--- src/pkg/cefb_defs.vh ---
// Offsets, field positions and reset values of the charger event flags
`ifndef CEFB_DEFS_VH
`define CEFB_DEFS_VH

// Register offsets on the control port
`define CEFB_OFS_FIRST          8'h23
`define CEFB_OFS_SECOND         8'h24
`define CEFB_OFS_THIRD          8'h25

// Power-on value of every flag register
`define CEFB_FLAG_RESET         8'h00

// First flag register fields
`define CEFB_F1_CHG_STATE       7
`define CEFB_F1_ICO             6
`define CEFB_F1_INPUT_BUS       4
`define CEFB_F1_THERMAL_REG     2
`define CEFB_F1_BAT_PRESENT     1
`define CEFB_F1_PORT_DETECT     0

// Second flag register fields
`define CEFB_F2_DLINE_DONE      6
`define CEFB_F2_CONV_DONE       5
`define CEFB_F2_MIN_SYS         4
`define CEFB_F2_FAST_TMR        3
`define CEFB_F2_TRICKLE_TMR     2
`define CEFB_F2_PRECHG_TMR      1
`define CEFB_F2_TOPOFF_TMR      0

// Third flag register fields
`define CEFB_F3_BAT_LOW_BOOST   4
`define CEFB_F3_TS_COLD         3
`define CEFB_F3_TS_COOL         2
`define CEFB_F3_TS_WARM         1
`define CEFB_F3_TS_HOT          0

// Bits that exist; all others are reserved and read zero
`define CEFB_F1_IMPL            8'hD7
`define CEFB_F2_IMPL            8'h7F
`define CEFB_F3_IMPL            8'h1F

// Defaults of the status field widths
`define CEFB_CHG_W              3
`define CEFB_ICO_W              2
`define CEFB_BUS_W              4
`define CEFB_DET_W              4

`endif

--- src/verilog/cefb_flag_bank.v ---
// Charger event flag bank: three read-to-clear event flag registers
//
// Functional notes
// - Three 8-bit flag registers, zero after reset.
// - First reg bit 7 on charge state change.
// - First reg bit 6 on optimizer status change.
// - First reg bit 4 on input bus change.
// - First reg bit 2 on thermal regulation rise.
// - First reg bit 1 on battery presence change.
// - First reg bit 0 on port detection change.
// - Second reg bit 6 once data-line detection done.
// - Second reg bit 5 on one-shot conversion done.
// - Second reg bit 4 entering/leaving minimum system regulation.
// - Second reg bit 3 on fast-charge timeout rise.
// - Second reg bit 2 on trickle timeout rise.
// - Second reg bit 1 on precharge timeout rise.
// - Second reg bit 0 on top-off timeout rise.
// - Third reg bit 4 when battery too low.
// - Third reg bit 3 on cold threshold crossing.
// - Third reg bit 2 on cool threshold crossing.
// - Third reg bit 1 on warm threshold crossing.
// - Third reg bit 0 on hot threshold crossing.
// - Unmasked events pulse the interrupt output.
//
// Every watched condition but CONV_DONE is sampled once per clock and compared with
// the sample taken one edge earlier. Multi-bit codes flag on any change.
// Plain levels flag on a rising edge or on either edge, bit by bit.
// The first edge after reset only fills the history, so a condition
// that is already high when reset lifts does not raise a false event.
//
// A read of a flag register returns its value before the clear and then
// clears the whole register. An event in the read cycle wins over the
// clear, so a read never loses an event of its own cycle. Offsets outside
// the three flag registers read zero and clear nothing.
//
// Masks only hide an event from the interrupt pulse; the flag still
// sets. Several events in one cycle give a single pulse, so software
// must read all three registers after a pulse to find every cause.
//
`timescale 1ns/1ps
`include "cefb_defs.vh"

module cefb_flag_bank #(
    parameter CHG_W = `CEFB_CHG_W,
    parameter ICO_W = `CEFB_ICO_W,
    parameter BUS_W = `CEFB_BUS_W,
    parameter DET_W = `CEFB_DET_W
) (
    input  wire             CORE_CLK,
    input  wire             RSTN,
    // Register read port of the control interface
    input  wire             REG_RD_STB,
    input  wire [7:0]       REG_ADDR,
    output reg  [7:0]       REG_RD_DATA,
    output reg              REG_RD_VALID,
    // Status conditions from the charger core
    input  wire [CHG_W-1:0] CHARGE_STATE,
    input  wire [ICO_W-1:0] ICO_STATE,
    input  wire [BUS_W-1:0] INPUT_BUS_STATE,
    input  wire             THERMAL_REG_ACTIVE,
    input  wire             BAT_PRESENT,
    input  wire [DET_W-1:0] PORT_DETECT_RESULT,
    input  wire             DLINE_DETECT_BUSY,
    input  wire             DLINE_DETECT_DONE,
    input  wire             CONV_DONE,
    input  wire             CONV_ONE_SHOT,
    input  wire             MIN_SYS_REG_ACTIVE,
    input  wire             FAST_TMR_EXPIRED,
    input  wire             TRICKLE_TMR_EXPIRED,
    input  wire             PRECHG_TMR_EXPIRED,
    input  wire             TOPOFF_TMR_EXPIRED,
    input  wire             BAT_LOW_FOR_BOOST,
    input  wire             TS_COLD,
    input  wire             TS_COOL,
    input  wire             TS_WARM,
    input  wire             TS_HOT,
    // Mask bits from the mask registers, one per flag bit
    input  wire [7:0]       MASK_FIRST,
    input  wire [7:0]       MASK_SECOND,
    input  wire [7:0]       MASK_THIRD,
    // Interrupt pulse, high the cycle after any cycle with unmasked events
    output reg              INT_PULSE
);

    // Read strobe aimed at one flag register
    function rd_hit;
        input       stb;
        input [7:0] addr;
        input [7:0] ofs;
        begin
            rd_hit = stb && (addr == ofs);
        end
    endfunction

    // Rising edge of a one-bit condition against its last sample
    function rise;
        input now;
        input last;
        begin
            rise = now & ~last;
        end
    endfunction

    // Either edge of a one-bit condition against its last sample
    function flip;
        input now;
        input last;
        begin
            flip = now ^ last;
        end
    endfunction

    // Flag registers
    reg  [7:0]       flags1_r;
    reg  [7:0]       flags2_r;
    reg  [7:0]       flags3_r;
    reg  [7:0]       flags1_nxt;
    reg  [7:0]       flags2_nxt;
    reg  [7:0]       flags3_nxt;

    // Previous samples of the watched conditions
    reg  [CHG_W-1:0] chg_prev_r;
    reg  [ICO_W-1:0] ico_prev_r;
    reg  [BUS_W-1:0] bus_prev_r;
    reg  [DET_W-1:0] det_prev_r;
    reg              treg_prev_r;
    reg              bat_prev_r;
    reg              dline_prev_r;
    reg              minsys_prev_r;
    reg              fast_prev_r;
    reg              trickle_prev_r;
    reg              prechg_prev_r;
    reg              topoff_prev_r;
    reg              batlow_prev_r;
    reg              cold_prev_r;
    reg              cool_prev_r;
    reg              warm_prev_r;
    reg              hot_prev_r;
    reg              primed_r;

    // Event vectors, one bit per flag position
    reg  [7:0]       evt1;
    reg  [7:0]       evt2;
    reg  [7:0]       evt3;
    reg  [7:0]       clr1;
    reg  [7:0]       clr2;
    reg  [7:0]       clr3;
    // Events that survive their mask and reach the interrupt
    reg  [7:0]       live1;
    reg  [7:0]       live2;
    reg  [7:0]       live3;
    reg  [7:0]       rd_data_nxt;
    wire             hit1;
    wire             hit2;
    wire             hit3;

    assign hit1 = rd_hit(REG_RD_STB, REG_ADDR, `CEFB_OFS_FIRST);
    assign hit2 = rd_hit(REG_RD_STB, REG_ADDR, `CEFB_OFS_SECOND);
    assign hit3 = rd_hit(REG_RD_STB, REG_ADDR, `CEFB_OFS_THIRD);

    // Sample history; the first cycle after reset only primes it,
    // since the reset value of a sample is not a real prior state
    always @(posedge CORE_CLK or negedge RSTN) begin
        if (!RSTN) begin
            chg_prev_r     <= {CHG_W{1'b0}};
            ico_prev_r     <= {ICO_W{1'b0}};
            bus_prev_r     <= {BUS_W{1'b0}};
            det_prev_r     <= {DET_W{1'b0}};
            treg_prev_r    <= 1'b0;
            bat_prev_r     <= 1'b0;
            dline_prev_r   <= 1'b0;
            minsys_prev_r  <= 1'b0;
            fast_prev_r    <= 1'b0;
            trickle_prev_r <= 1'b0;
            prechg_prev_r  <= 1'b0;
            topoff_prev_r  <= 1'b0;
            batlow_prev_r  <= 1'b0;
            cold_prev_r    <= 1'b0;
            cool_prev_r    <= 1'b0;
            warm_prev_r    <= 1'b0;
            hot_prev_r     <= 1'b0;
            primed_r       <= 1'b0;
        end else begin
            chg_prev_r     <= CHARGE_STATE;
            ico_prev_r     <= ICO_STATE;
            bus_prev_r     <= INPUT_BUS_STATE;
            det_prev_r     <= PORT_DETECT_RESULT;
            treg_prev_r    <= THERMAL_REG_ACTIVE;
            bat_prev_r     <= BAT_PRESENT;
            dline_prev_r   <= DLINE_DETECT_DONE;
            minsys_prev_r  <= MIN_SYS_REG_ACTIVE;
            fast_prev_r    <= FAST_TMR_EXPIRED;
            trickle_prev_r <= TRICKLE_TMR_EXPIRED;
            prechg_prev_r  <= PRECHG_TMR_EXPIRED;
            topoff_prev_r  <= TOPOFF_TMR_EXPIRED;
            batlow_prev_r  <= BAT_LOW_FOR_BOOST;
            cold_prev_r    <= TS_COLD;
            cool_prev_r    <= TS_COOL;
            warm_prev_r    <= TS_WARM;
            hot_prev_r     <= TS_HOT;
            primed_r       <= 1'b1;
        end
    end

    // Events of the first register
    always @* begin
        evt1 = 8'h00;
        evt1[`CEFB_F1_CHG_STATE] = CHARGE_STATE != chg_prev_r;
        evt1[`CEFB_F1_ICO] = ICO_STATE != ico_prev_r;
        evt1[`CEFB_F1_INPUT_BUS] = INPUT_BUS_STATE != bus_prev_r;
        evt1[`CEFB_F1_THERMAL_REG] =
            rise(THERMAL_REG_ACTIVE, treg_prev_r);
        evt1[`CEFB_F1_BAT_PRESENT] = flip(BAT_PRESENT, bat_prev_r);
        evt1[`CEFB_F1_PORT_DETECT] =
            PORT_DETECT_RESULT != det_prev_r;
        if (!primed_r) begin
            evt1 = 8'h00;
        end
    end

    // Events of the second register
    always @* begin
        evt2 = 8'h00;
        evt2[`CEFB_F2_DLINE_DONE] =
            rise(DLINE_DETECT_DONE, dline_prev_r);
        // Conversions in continuous mode never flag
        evt2[`CEFB_F2_CONV_DONE] = CONV_DONE & CONV_ONE_SHOT;
        evt2[`CEFB_F2_MIN_SYS] =
            flip(MIN_SYS_REG_ACTIVE, minsys_prev_r);
        // Timer expiries flag only when they first appear
        evt2[`CEFB_F2_FAST_TMR] =
            rise(FAST_TMR_EXPIRED, fast_prev_r);
        evt2[`CEFB_F2_TRICKLE_TMR] =
            rise(TRICKLE_TMR_EXPIRED, trickle_prev_r);
        evt2[`CEFB_F2_PRECHG_TMR] =
            rise(PRECHG_TMR_EXPIRED, prechg_prev_r);
        evt2[`CEFB_F2_TOPOFF_TMR] =
            rise(TOPOFF_TMR_EXPIRED, topoff_prev_r);
        if (!primed_r) begin
            evt2 = 8'h00;
        end
    end

    // Events of the third register; thresholds count either direction
    always @* begin
        evt3 = 8'h00;
        // Only the fall below the boost level counts, not the recovery
        evt3[`CEFB_F3_BAT_LOW_BOOST] =
            rise(BAT_LOW_FOR_BOOST, batlow_prev_r);
        evt3[`CEFB_F3_TS_COLD] = flip(TS_COLD, cold_prev_r);
        evt3[`CEFB_F3_TS_COOL] = flip(TS_COOL, cool_prev_r);
        evt3[`CEFB_F3_TS_WARM] = flip(TS_WARM, warm_prev_r);
        evt3[`CEFB_F3_TS_HOT] = flip(TS_HOT, hot_prev_r);
        if (!primed_r) begin
            evt3 = 8'h00;
        end
    end

    // Clear masks: a read clears its whole register
    always @* begin
        clr1 = hit1 ? 8'hFF : 8'h00;
        clr2 = hit2 ? 8'hFF : 8'h00;
        clr3 = hit3 ? 8'hFF : 8'h00;
        // Detection restarting takes the done indication back to 0
        if (DLINE_DETECT_BUSY) begin
            clr2[`CEFB_F2_DLINE_DONE] = 1'b1;
        end
    end

    // Set beats clear so an event landing on a read is not lost
    always @* begin
        flags1_nxt = ((flags1_r & ~clr1) | evt1) & `CEFB_F1_IMPL;
        flags2_nxt = ((flags2_r & ~clr2) | evt2) & `CEFB_F2_IMPL;
        flags3_nxt = ((flags3_r & ~clr3) | evt3) & `CEFB_F3_IMPL;
    end

    // Flag storage, all zero after reset
    always @(posedge CORE_CLK or negedge RSTN) begin
        if (!RSTN) begin
            flags1_r <= `CEFB_FLAG_RESET;
            flags2_r <= `CEFB_FLAG_RESET;
            flags3_r <= `CEFB_FLAG_RESET;
        end else begin
            flags1_r <= flags1_nxt;
            flags2_r <= flags2_nxt;
            flags3_r <= flags3_nxt;
        end
    end

    // Read data: value before the clear; unmapped offsets read zero
    always @* begin
        rd_data_nxt = 8'h00;
        if (hit1) begin
            rd_data_nxt = flags1_r & `CEFB_F1_IMPL;
        end else if (hit2) begin
            rd_data_nxt = flags2_r & `CEFB_F2_IMPL;
        end else if (hit3) begin
            rd_data_nxt = flags3_r & `CEFB_F3_IMPL;
        end
    end

    // Registered read answer, data held until the next read
    always @(posedge CORE_CLK or negedge RSTN) begin
        if (!RSTN) begin
            REG_RD_DATA  <= 8'h00;
            REG_RD_VALID <= 1'b0;
        end else begin
            REG_RD_VALID <= REG_RD_STB;
            if (REG_RD_STB) begin
                REG_RD_DATA <= rd_data_nxt;
            end
        end
    end

    // Unmasked events; a set mask bit hides only its own event
    always @* begin
        live1 = evt1 & ~MASK_FIRST;
        live2 = evt2 & ~MASK_SECOND;
        live3 = evt3 & ~MASK_THIRD;
    end

    // Interrupt pulse; back to back events merge into a longer level
    always @(posedge CORE_CLK or negedge RSTN) begin
        if (!RSTN) begin
            INT_PULSE <= 1'b0;
        end else begin
            INT_PULSE <= (|live1) | (|live2) | (|live3);
        end
    end

endmodule

--- config.mk ---
export PLATFORM = sky130hd
export DESIGN_NAME = cefb_flag_bank
export DESIGN_NICKNAME = d
export VERILOG_FILES = /design/src/verilog/cefb_flag_bank.v
export VERILOG_INCLUDE_DIRS = /design/src /design/src/pkg
export SDC_FILE = /design/constraint.sdc
export NUM_CORES = 1
export LEC_CHECK = 0
export ABC_AREA = 1
export CAP_MARGIN = 20
export CORE_MARGIN = 1
export CORE_UTILIZATION = 60
export CTS_BUF_LIST = sky130_fd_sc_hd__clkbuf_8
export DETAILED_ROUTE_END_ITERATION = 7
export DONT_BUFFER_PORTS = 1
export GPL_TIMING_DRIVEN = 0
export PLACE_DENSITY = 0.8
export SLEW_MARGIN = 25
export SYNTH_ARGS = -nofsm -noshare
export SYNTH_HDL_FRONTEND = slang
export SYNTH_SLANG_ARGS = --single-unit
export TNS_END_PERCENT = 30
--- constraint.sdc ---
create_clock -name CORE_CLK -period 1.4 [get_ports CORE_CLK]
set_input_delay 0.07 -clock CORE_CLK [delete_from_list [all_inputs] [get_ports CORE_CLK]]
set_output_delay 0.07 -clock CORE_CLK [all_outputs]
set_load 0.005 [all_outputs]
* Word-level counts from Yosys, hierarchy flattened
Index checks and enable logic that the tools add are counted.
** Storage, ports and cells
- Bits in registers :: 55
- Word-level logic and storage cells :: 85
- Bits of input ports :: 64
- Output and inout port bits :: 10
** Cells by class
- Reduce and logical (&&, ||, !) cells :: 6
- Bitwise gates (word level) :: 38
- Muxes and demuxes :: 10
- Equality and inequality tests :: 7
** Operators by type and width (number)
- two-way mux 8 bit :: 4
- inverter 8 bit :: 4
- bitwise AND 8 bit :: 3
- == test 8 x 6 -> 1 bit, second input constant :: 3
- OR reduction 8 bit :: 3
- two-way mux 5 bit :: 3
- two-way mux 7 bit :: 2
- bitwise AND 1 bit :: 8
- bitwise AND 5 x 8 -> 8 bit :: 1
- inequality test 4 bit :: 2
- bitwise OR 8 bit :: 1
- bitwise AND 7 bit :: 1
- inverter 1 bit :: 7
- inverter 7 bit :: 1
- bitwise OR 7 bit :: 1
- bitwise XOR 1 bit :: 6
- bitwise AND 5 bit :: 1
- inverter 5 bit :: 1
- bitwise OR 5 bit :: 1
- logical AND 1 bit :: 3
- inequality test 3 bit :: 1
- inequality test 2 bit :: 1
- bitwise OR 1 bit :: 2
- two-way mux 1 bit :: 1

* Logic depth before layout (Yosys ltp)
Gate-level depths: netlist of the first run.
- Depth after elaboration :: 7
- Mapped depth :: 9

* Least setup slack after synthesis of the first run
No wires, ideal clock.
- Path kind :: reg2reg
- Start :: reg primed_r
- End :: reg INT_PULSE
- Stages on the path, launching flop included :: 9
- Arrival time :: 1.015 ns
- Required time :: 1.281 ns
- Setup time :: 0.119 ns
- Slack :: 0.266 ns
- Path buffers :: 2
- Cell sequence :: dfrtp_1 buf_6 buf_6 nand4_1 nand2_1 nor2_1 nand2_1 nor2_1 nand2_1
** Between the ends
- Word-level cells in the longest chain between the ends :: 5
** RTL lines
- start, declared :: line cefb_flag_bank.v:139 : reg primed_r;
- start signal, assigned :: line cefb_flag_bank.v:182 : primed_r <= 1'b0;
- start signal, assigned :: line cefb_flag_bank.v:201 : primed_r <= 1'b1;
- two-way mux 8 bit / two-way mux 7 bit (equally long branches) :: line cefb_flag_bank.v:216, cefb_flag_bank.v:239
- bitwise AND 8 bit, on equally long branches :: line cefb_flag_bank.v:317, cefb_flag_bank.v:318
- OR reduction 8 bit :: line cefb_flag_bank.v:327 : INT_PULSE <= (|live1) | (|live2) | (|live3);
- bitwise OR 1 bit :: line cefb_flag_bank.v:327
- bitwise OR 1 bit (*) :: line cefb_flag_bank.v:327
- end signal, assigned :: line cefb_flag_bank.v:327
- end, declared :: line cefb_flag_bank.v:82 : output reg INT_PULSE
Every way passes the cells marked *; elsewhere a longest branch is shown, timed or not.
A chain may end at the register's enable or synchronous reset.

* Worst setup path after layout of the first run
Same ends and word-level chain as after synthesis.

==> flow_summary.toml, run 1 <==
[run_status]
outcome = "finished, final reports clean"

[worst_setup_path]
endpoint_kind = "flop"
crit_start = "primed_r"
worst_ep_arrival_time_ns = 1.47
required_ns = 1.59
crit_type = "flop to flop"
path_max_fanout = 10
startpoint_type = "flop"
r2r_start = "primed_r"

[timing]
rsz0062_at_grt = "false"
finalSetupTns_ns = 0
finClkSkew_ns = 0.0112
worst_hold_slack_ns = 0.0141
hold_viol_final = 0
finalSetupViolations = 0
fmax_mhz = 783
finalCriticalPeriod_ns = 1.28
slew_viol_final = 0
fin_crit_sh = 0.912

[logic_synthesis]
seq_area_frac_synth = 0.570
synth_cell_types = 22
async_reset_ff_frac = 1.00
yosysWarnings = 0
synth_area_um2 = 2420
synth_top_family_by_area = "simple AND/OR/NAND/NOR gates"
synth-seq-cells = 55
synth_most_common_cell = "nand2_1"
synthSimpleGateAreaFrac = 0.302
synth_top_area_frac = 0.570
syn_avg_cell_area_um2 = 8.60
synth-edff-count = 0
synthAdderAreaFrac = 0
synth_compound_area_frac = 0.0233
synth_mux_area_frac = 0
synth_area_leaders = "dfrtp_1 57%, nand2_1 14%, inv_1 6.7%"
syn_nets = 345
yosys.area_share.xor_xnor = 0.0181
yosysTopAreaCell = "dfrtp_1"
synthTopCellsByCount = "87 x nand2_1, 55 x dfrtp_1, 43 x inv_1, 22 x nor2_1, 21 x nand3_1"
synthCells = 281
ys.flop_type = "dfrtp_1"

[cells_and_area]
n_fill_cell = 238
seq_area_um2 = 1380
design_area_um2 = 2900
multi_input_area_um2 = 837
drive_gt1_frac = 0.0717
fin_util = 0.769
areaGrowthSynthToFinish_pct = 20.1
diodes = 0
layout.nets = 384

[floorplanning]
io_pins = 74
die_y_um = 65.5
initial_utilization = 0.641
coreArea_um2 = 3770
die_width_um = 65.5
die_area_um2 = 4280
rows = 22

[clocking]
post_cts_buffers = 0
cts_sinks = 55
clk_path_buf_depth = 2
clock_latency_ns = 0.30
root_buffer = "clkbuf_8"
path_clk_slew_ns = 0.09
cts_buffers = 5
cts_tree = "yes"
htreeDepth = 2

[detailed_routing]
wl_per_cell_um = 13.5
drc = 0
wl_um = 4980
vias = 1909
postRouteAntennaNets = 0
dr.first_iter.drc_count = 104
viasPerCell = 5.17
first_pass_iters = 4

[pwr]
p_per_area_nw_per_um2 = 960
p_leak_nw = 1.49
p_total_w = 0.00278
ir_drop_uv = 792

[global_route]
grt.overflow.total = 0
grt_max_degree = 56
grtUsageTotal = 0.260
grt_pass1_wl_um = 8310
antenna_found_initial = 0
grt_pass1_vias = 2002

[placement]
globalplace.congestion = 0.761
dpl.hpwl_um = 3230
placed_area_um2 = 2480
io_buffers = 0

[job]
cap_violations = 0

[min_path]
hold_class = "primary input to flop"
min_from = "TS_HOT"
[kinds of logic (layout without fill, tap and decap cells)]
kind of cell    count (synthesis)  count (layout)
compound gates                  9               9
xor+xnor                        5               5
buf+inv                        50              90
flops                          55              55
other cells                     1               1
simple gates                  161             161
[area by class of cell]
cell class / instances / share of cell area
flip-flops and latches: 55 / 0.474
multi-input cells: 176 / 0.288
repair buffers: 32 / 0.116
inverters: 47 / 0.0612
clock buffers: 5 / 0.0237
well taps: 48 / 0.0207
plain buffers: 3 / 0.00949
clock inverters: 3 / 0.00561
[sequential cells by signal, indices dropped and copies added, names as in the netlist, 2 cells and up]
signal	flops
chg_prev_r	3
bus_prev_r	4
REG_RD_DATA	8
flags1_r	6
flags3_r	5
flags2_r	7
det_prev_r	4
ico_prev_r	2
[worst max-delay path, stage by stage, from the launching register on]
cell     delay [ns]
dfrtp_1        0.41
buf_6          0.15
nand4_1        0.11
o21ai_0        0.15
nor2_1         0.14
nand2_1        0.06
nor2_1         0.10
nand2_1        0.06
[where the power goes]
group	switching (W)	leakage, nW	internal [W]
registers	0.0000245	0.610	0.00164
clock network	0.000475	0.0453	0.000343
logic	0.000160	0.838	0.000143
[per-layer routing]
layer	up-vias	global-route usage	routed length, um
li1	946	-	-
met1	878	0.306	2030
met2	75	0.450	2490
met3	10	0.0625	340
met4	0	0.111	121
met5	-	0	0
[timing repair]
item                       in CTS  in global routing
hold buffers                   32                  0
hold endpoints to repair       97                  0
gates resized for setup         0                  1
setup endpoints to repair       0                  1
[layout by cell type (no fill, tap or decap), drive strengths merged]
cell / instances
dfrtp: 55
dlygate4sd3: 31
nand4: 17
clkinvlp: 1
or2: 7
xnor2: 5
nor3: 1
conb: 1
o21ai: 6
nand3b: 3
clkbuf: 5
a22o: 3
buf: 4
inv: 47
nand3: 23
clkinv: 2
nand2: 87
nor2: 23
[worst paths after layout]
| check | slack, ns | cells after the start | to |
|---|---|---|---|
| setup / recovery | 0.12 | 7 | INT_PULSE |
| hold / removal | 0.01 | 4 | flags3_r[0] |
| setup reg to reg | 0.12 | 7 | INT_PULSE |
| hold reg to reg | 0.49 | 2 | flags2_r[1] |
| max in group asynchronous | 0.87 | 2 | flags3_r[1] |
| min in group asynchronous | 0.27 | 2 | det_prev_r[2] |
[metrics by stage]
step	std cells	worst slack [ns]
after floorplan	281	0.266
after global placement	329	0.114
after detailed placement	329	0.0968
after CTS	369	0.0936
after global routing	369	0.0509
final	369	0.124
Note: power is estimated with default switching activity, not from simulation.
==> run 2, diff against run 1 <==
--- a/config.mk
+++ b/config.mk
@@ -8,7 +8,7 @@
 export LEC_CHECK = 0
 export ABC_AREA = 1
 export CAP_MARGIN = 20
-export CORE_MARGIN = 1
+export CORE_MARGIN = 8
 export CORE_UTILIZATION = 60
 export CTS_BUF_LIST = sky130_fd_sc_hd__clkbuf_8
 export DETAILED_ROUTE_END_ITERATION = 7
==> run 2 against run 1 <==
Clock skew shrank 0.0024 ns. Fmax shrank 2.8%. Routed wire length grew 11%. Die area grew 47%. Worst hold slack lost 0.0046 ns. Sequential cell count is the same. Sequential power is essentially flat. Sequential share of layout area shrank 0.28 points. Largest cell class unchanged. Register-to-register slack lost 0.04 ns. Design area grew 0.60%.
==> flow_summary.toml, run 2 (synthesis gave the netlist of run 1 again) <==
[run_status]
outcome = "finished, final reports clean"

[min_path]
hold_class = "primary input to flop"

[clocking]
htreeDepth = 2
cts_buffers = 5
path_clk_slew_ns = 0.08
cts_tree = "yes"
clock_latency_ns = 0.31
root_buffer = "clkbuf_8"
clk_path_buf_depth = 2
cts_sinks = 55

[timing]
finClkSkew_ns = 0.00881
finalCriticalPeriod_ns = 1.31
finalSetupViolations = 0
fin_crit_sh = 0.938
slew_viol_final = 0
hold_viol_final = 0
rsz0062_at_grt = "false"
finalSetupTns_ns = 0
fmax_mhz = 761
worst_hold_slack_ns = 0.00952

[pwr]
p_total_w = 0.00290
p_per_area_nw_per_um2 = 995
ir_drop_uv = 775
p_leak_nw = 1.50

[global_route]
grt_pass1_wl_um = 9160
grt_max_degree = 56
antenna_found_initial = 0
grt.overflow.total = 0
grtUsageTotal = 0.185
grt_pass1_vias = 2026

[floorplanning]
rows = 23
die_y_um = 79.5
initial_utilization = 0.613
die_width_um = 79.5
coreArea_um2 = 3940
io_pins = 74
die_area_um2 = 6310

[cells_and_area]
diodes = 0
areaGrowthSynthToFinish_pct = 20.8
layout.nets = 384
layout_commonest_cell = "nand2_1"
n_fill_cell = 295
fin_util = 0.740
final_cell_mix = "87 x nand2_1, 55 x dfrtp_1, 44 x inv_1"
reg.largest.list = "REG_RD_DATA (8), flags2_r (7), flags1_r (6)"
drive_gt1_frac = 0.0717
largest_register = "REG_RD_DATA"
largest_register_ffs = 8

[worst_setup_path]
r2r_start = "primed_r"
endpoint = "INT_PULSE"
timing.rr.end = "INT_PULSE"
crit_type = "flop to flop"
startpoint_type = "flop"
worst_ep_arrival_time_ns = 1.51
endpoint_kind = "flop"
path_max_fanout = 10
r2r_setup_slack_ns = 0.09
required_ns = 1.60
crit_start = "primed_r"
ff2ff_path_depth = 8

[detailed_routing]
wl_um = 5510
postRouteAntennaNets = 0
vias = 1908
drc = 0
viasPerCell = 5.14
dr.first_iter.drc_count = 100
first_pass_iters = 4
wl_per_cell_um = 14.9

[job]
cap_violations = 0

[placement]
io_buffers = 0
dpl.hpwl_um = 3880
globalplace.congestion = 0.807
-- run 2: worst min-delay path by stage --
stage | start | end | slack (ns) | depth (start not counted)
global placement | RSTN | bus_prev_r[2] | -0.22 | 0
global route | BAT_PRESENT | flags1_r[1] | 0.02 | 3
floorplan | RSTN | INT_PULSE | -0.23 | 0
detailed placement | RSTN | bus_prev_r[1] | -0.22 | 0
CTS | TS_COLD | flags3_r[3] | 0.001 | 4
finish | TS_COLD | flags3_r[3] | 0.01 | 4
-- run 2: per-layer routing --
layer | wire length, um | share of wire | vias to the layer above | track usage
met2 | 2750 | 0.50 | 63 | 0.302
li1 | - | - | 952 | -
met5 | 0 | 0 | - | 0
met3 | 501 | 0.091 | 16 | 0.0800
met1 | 2120 | 0.38 | 877 | 0.200
met4 | 144 | 0.026 | 0 | 0.0926
-- run 2: layout make-up --
type / count / area [um2] / share of cell area
Inverter: 47 / 178 / 0.0609
Buffer: 3 / 27.5 / 0.00943
Sequential cell: 55 / 1380 / 0.471
Multi-Input combinational cell: 176 / 837 / 0.287
Clock buffer: 7 / 96.3 / 0.0330
Clock inverter: 1 / 3.75 / 0.00129
Tap cell: 50 / 62.6 / 0.0214
Timing Repair Buffer: 32 / 338 / 0.116
-- run 2: power breakdown --
part           total (W)  internal (W)  switching [W]  leakage (nW)
Combinational   0.000304      0.000143       0.000161         0.838
Clock           0.000933      0.000445       0.000488        0.0557
Sequential       0.00167       0.00164      0.0000265         0.610
Total            0.00290       0.00223       0.000676          1.50
-- run 2: timing repair --
action	CTS	global route
setup endpoints to repair	0	1
hold buffers	32	0
buffers inserted	0	0
gates resized for setup	0	1
hold endpoints to repair	97	0
-- run 2: critical path: stages (launching register included) --
cell	delay [ns]
dfrtp_1	0.42
buf_6	0.16
nand3_1	0.11
or2_1	0.11
nand2_1	0.05
nor2_1	0.14
nand2_1	0.07
nor2_1	0.10
nand2_1	0.06
-- run 2: through the flow --
step	instance area, um2	setup WS, ns	instances
after global routing	2920	0.0179	371
final	2920	0.0864	371
after detailed placement	2480	0.110	331
after global placement	2480	0.128	331
after floorplan	2420	0.266	281
after CTS	2920	0.100	371
==> run 3, diff against run 2 <==
--- a/config.mk
+++ b/config.mk
@@ -6,8 +6,8 @@
 export SDC_FILE = /design/constraint.sdc
 export NUM_CORES = 1
 export LEC_CHECK = 0
-export ABC_AREA = 1
 export CAP_MARGIN = 20
+export CORE_ASPECT_RATIO = 1.25
 export CORE_MARGIN = 8
 export CORE_UTILIZATION = 60
 export CTS_BUF_LIST = sky130_fd_sc_hd__clkbuf_8
==> constraint.sdc (replaced) <==
create_clock -name CORE_CLK -period 1.4 [get_ports CORE_CLK]
set_input_delay 0.14 -clock CORE_CLK [delete_from_list [all_inputs] [get_ports CORE_CLK]]
set_output_delay 0.14 -clock CORE_CLK [all_outputs]
set_load 0.005 [all_outputs]
==> run 3 against run 2 <==
The run now ends with negative hold slack left. Count of clock-buffer cells in the layout fell by 2. Worst hold slack got worse by 0.50 ns. Combinational power fell by 21%. Area after synthesis fell by 8.9%. Routed wire length fell by 4.4%. Die area fell by 6.9%. Clock skew rose by 0.00061 ns. Via count fell by 20%. Sequential cell count did not move. Largest power group unchanged. Highest routed layer unchanged.
==> flow_summary.toml, run 3 <==
[clocking]
root_buffer = "clkbuf_8"
cts_sinks = 55
clk_path_buf_depth = 2
cts_buffers = 5
cts_tree = "yes"
htreeDepth = 2
path_clk_slew_ns = 0.09
clock_latency_ns = 0.31
postCtsHoldBufs = 27

[timing]
finalSetupTns_ns = 0
worst_hold_slack_ns = -0.487
fmax_mhz = 743
finalSetupViolations = 0
finalCriticalPeriod_ns = 1.35
slew_viol_final = 0
rsz0062_at_grt = "false"
finClkSkew_ns = 0.00942
hold_viol_final = 56
fin_crit_sh = 0.962

[pwr]
p_leak_nw = 1.14
pwr-share-clk = 0.299
ir_drop_uv = 1000
p_sw_w = 0.000616
p_total_w = 0.00274
power_frac_comb = 0.087
p_int_w = 0.00212
seqPwrFrac = 0.613
p_sw_frac = 0.225
p_per_area_nw_per_um2 = 1040

[run_status]
failed_checks = "negative hold slack"
outcome = "finished with violations"

[detailed_routing]
first_pass_iters = 4
viasPerCell = 6.04
wl_um = 5270
dr.first_iter.drc_count = 71
drc = 0
vias = 1523
postRouteAntennaNets = 0
wl_per_cell_um = 20.9

[cells_and_area]
diodes = 0
drive_gt1_frac = 0.0704
largest_register_ffs = 8
final_cell_mix = "54 x dfrtp_1, 27 x dlygate4sd3_1, 15 x nand2_1"
largest_register = "REG_RD_DATA"
areaGrowthSynthToFinish_pct = 19.3
layout_commonest_cell = "dfrtp_1"
fin_util = 0.748
reg.largest.list = "REG_RD_DATA (8), flags2_r (7), flags1_r (6)"
layout.nets = 276

[worst_setup_path]
critPathSlowestCell = "dfrtp_2"
critical_path.top_delay_family = "flip-flops"
worst_ep_arrival_time_ns = 1.53
cp_num_buf_inv = 1
critPathMaxStageDelay_ns = 0.48
path_max_fanout = 10
endpoint_kind = "flop"
crit_type = "flop to flop"
cp_cell_sequence = "buf_6 > nand3b_1 > o22ai_1 > a211oi_2 > nand4_1"
required_ns = 1.58
startpoint_type = "flop"

[logic_synthesis]
synthCells = 177
synth-seq-cells = 55
synth_most_common_cell = "dfrtp_1"
async_reset_ff_frac = 1.00
synth_area_leaders = "dfrtp_1 63%, xnor2_1 5.2%, nand3b_1 3.8%"
seq_area_frac_synth = 0.625
synth_cell_types = 35
ys.flop_type = "dfrtp_1"
synth-edff-count = 0
synth_area_um2 = 2200
syn_avg_cell_area_um2 = 12.4
syn_nets = 241
synth_top_area_frac = 0.625
yosysWarnings = 0
yosysTopAreaCell = "dfrtp_1"
synthTopCellsByCount = "55 x dfrtp_1, 15 x nand2_1, 13 x xnor2_1, 11 x nand3b_1, 9 x a22o_1"

[global_route]
grtUsageTotal = 0.182
grt_max_degree = 56
busiest_layer = "met2"
grt_pass1_vias = 1695
use_met2 = 0.301
use_met1 = 0.197
use_met3 = 0.0917
antenna_found_initial = 0
grt.overflow.total = 0
grt_pass1_wl_um = 8600

[floorplanning]
die_width_um = 70.2
coreArea_um2 = 3510
io_pins = 74
die_area_um2 = 5880
initial_utilization = 0.627
rows = 24
die_y_um = 83.7

[placement]
dpl.hpwl_um = 3680
globalplace.congestion = 0.815
io_buffers = 0

[min_path]
hold_class = "primary input to asynchronous set/reset pin"

[job]
cap_violations = 0
==> run 3: cell types whose count changed after synthesis, moves of 13 or more <==
cell     before  now
inv_1        43    8
nand2_1      87   15
nand3_1      21    5
nand4_1      17    4
nor2_1       22    6
==> run 3: path summary, 6_finish.rpt <==
check / endpoint / slack, ns / cells after the start / startpoint
worst min-delay path: REG_RD_DATA[1] / -0.49 / 0 / RSTN
worst max-delay path: INT_PULSE / 0.05 / 5 / primed_r
worst min register to register: flags2_r[1] / 0.49 / 2 / flags2_r[1]
worst max register to register: INT_PULSE / 0.05 / 5 / primed_r
max in group asynchronous: batlow_prev_r / 1.78 / 0 / RSTN
min in group CORE_CLK: flags2_r[6] / 0 / 2 / DLINE_DETECT_BUSY
==> run 3: kinds of logic after synthesis <==
| group | after synthesis | synth area share |
|---|---|---|
| xor+xnor | 19 | 0.0756 |
| simple gates | 50 | 0.136 |
| compound gates | 35 | 0.120 |
| other cells | 1 | 0.00170 |
| mux | 4 | 0.0182 |
| buf+inv | 13 | 0.0239 |
| flops | 55 | 0.625 |
==> run 3: per-stage QoR <==
step / cell area, um2 / cells / setup WS (ns)
after detailed placement: 2250 / 216 / -0.180
final: 2630 / 252 / 0.0533
after CTS: 2610 / 250 / 0.0297
after global placement: 2250 / 216 / -0.197
after floorplan: 2200 / 177 / 0.129
after global routing: 2630 / 252 / 0.00448
==> run 3: cell type report <==
class	count	area, um2
inverter	8	30.0
timing repair buffer	29	285
sequential	55	1380
clock buffer	5	68.8
multi-input combinational	109	778
buffer	4	25.0
fill	217	887
clock inverter	3	12.5
tap	39	48.8
==> run 3: routing by layer <==
metal,part of all wire,up-vias
met3,0.11,8
met2,0.51,66
met4,0.015,0
met1,0.36,753
li1,-,696
met5,0,-
==> run 3: repair_timing <==
| item | CTS | global route |
|---|---|---|
| buffers inserted | 0 | 2 |
| setup endpoints to repair | 6 | 1 |
| hold endpoints to repair | 84 | 55 |
| pin swaps | 0 | 1 |
| gates resized for setup | 3 | 1 |
==> run 3: power by group through the flow <==
stage | sequential [W] | combinational (W) | clock, W
after floorplan | 0.00170 | 0.000138 | 0
after global placement | 0.00171 | 0.000162 | 0
after detailed placement | 0.00171 | 0.000170 | 0
after CTS | 0.00168 | 0.000230 | 0.000824
after global routing | 0.00169 | 0.000257 | 0.000881
final | 0.00168 | 0.000240 | 0.000819
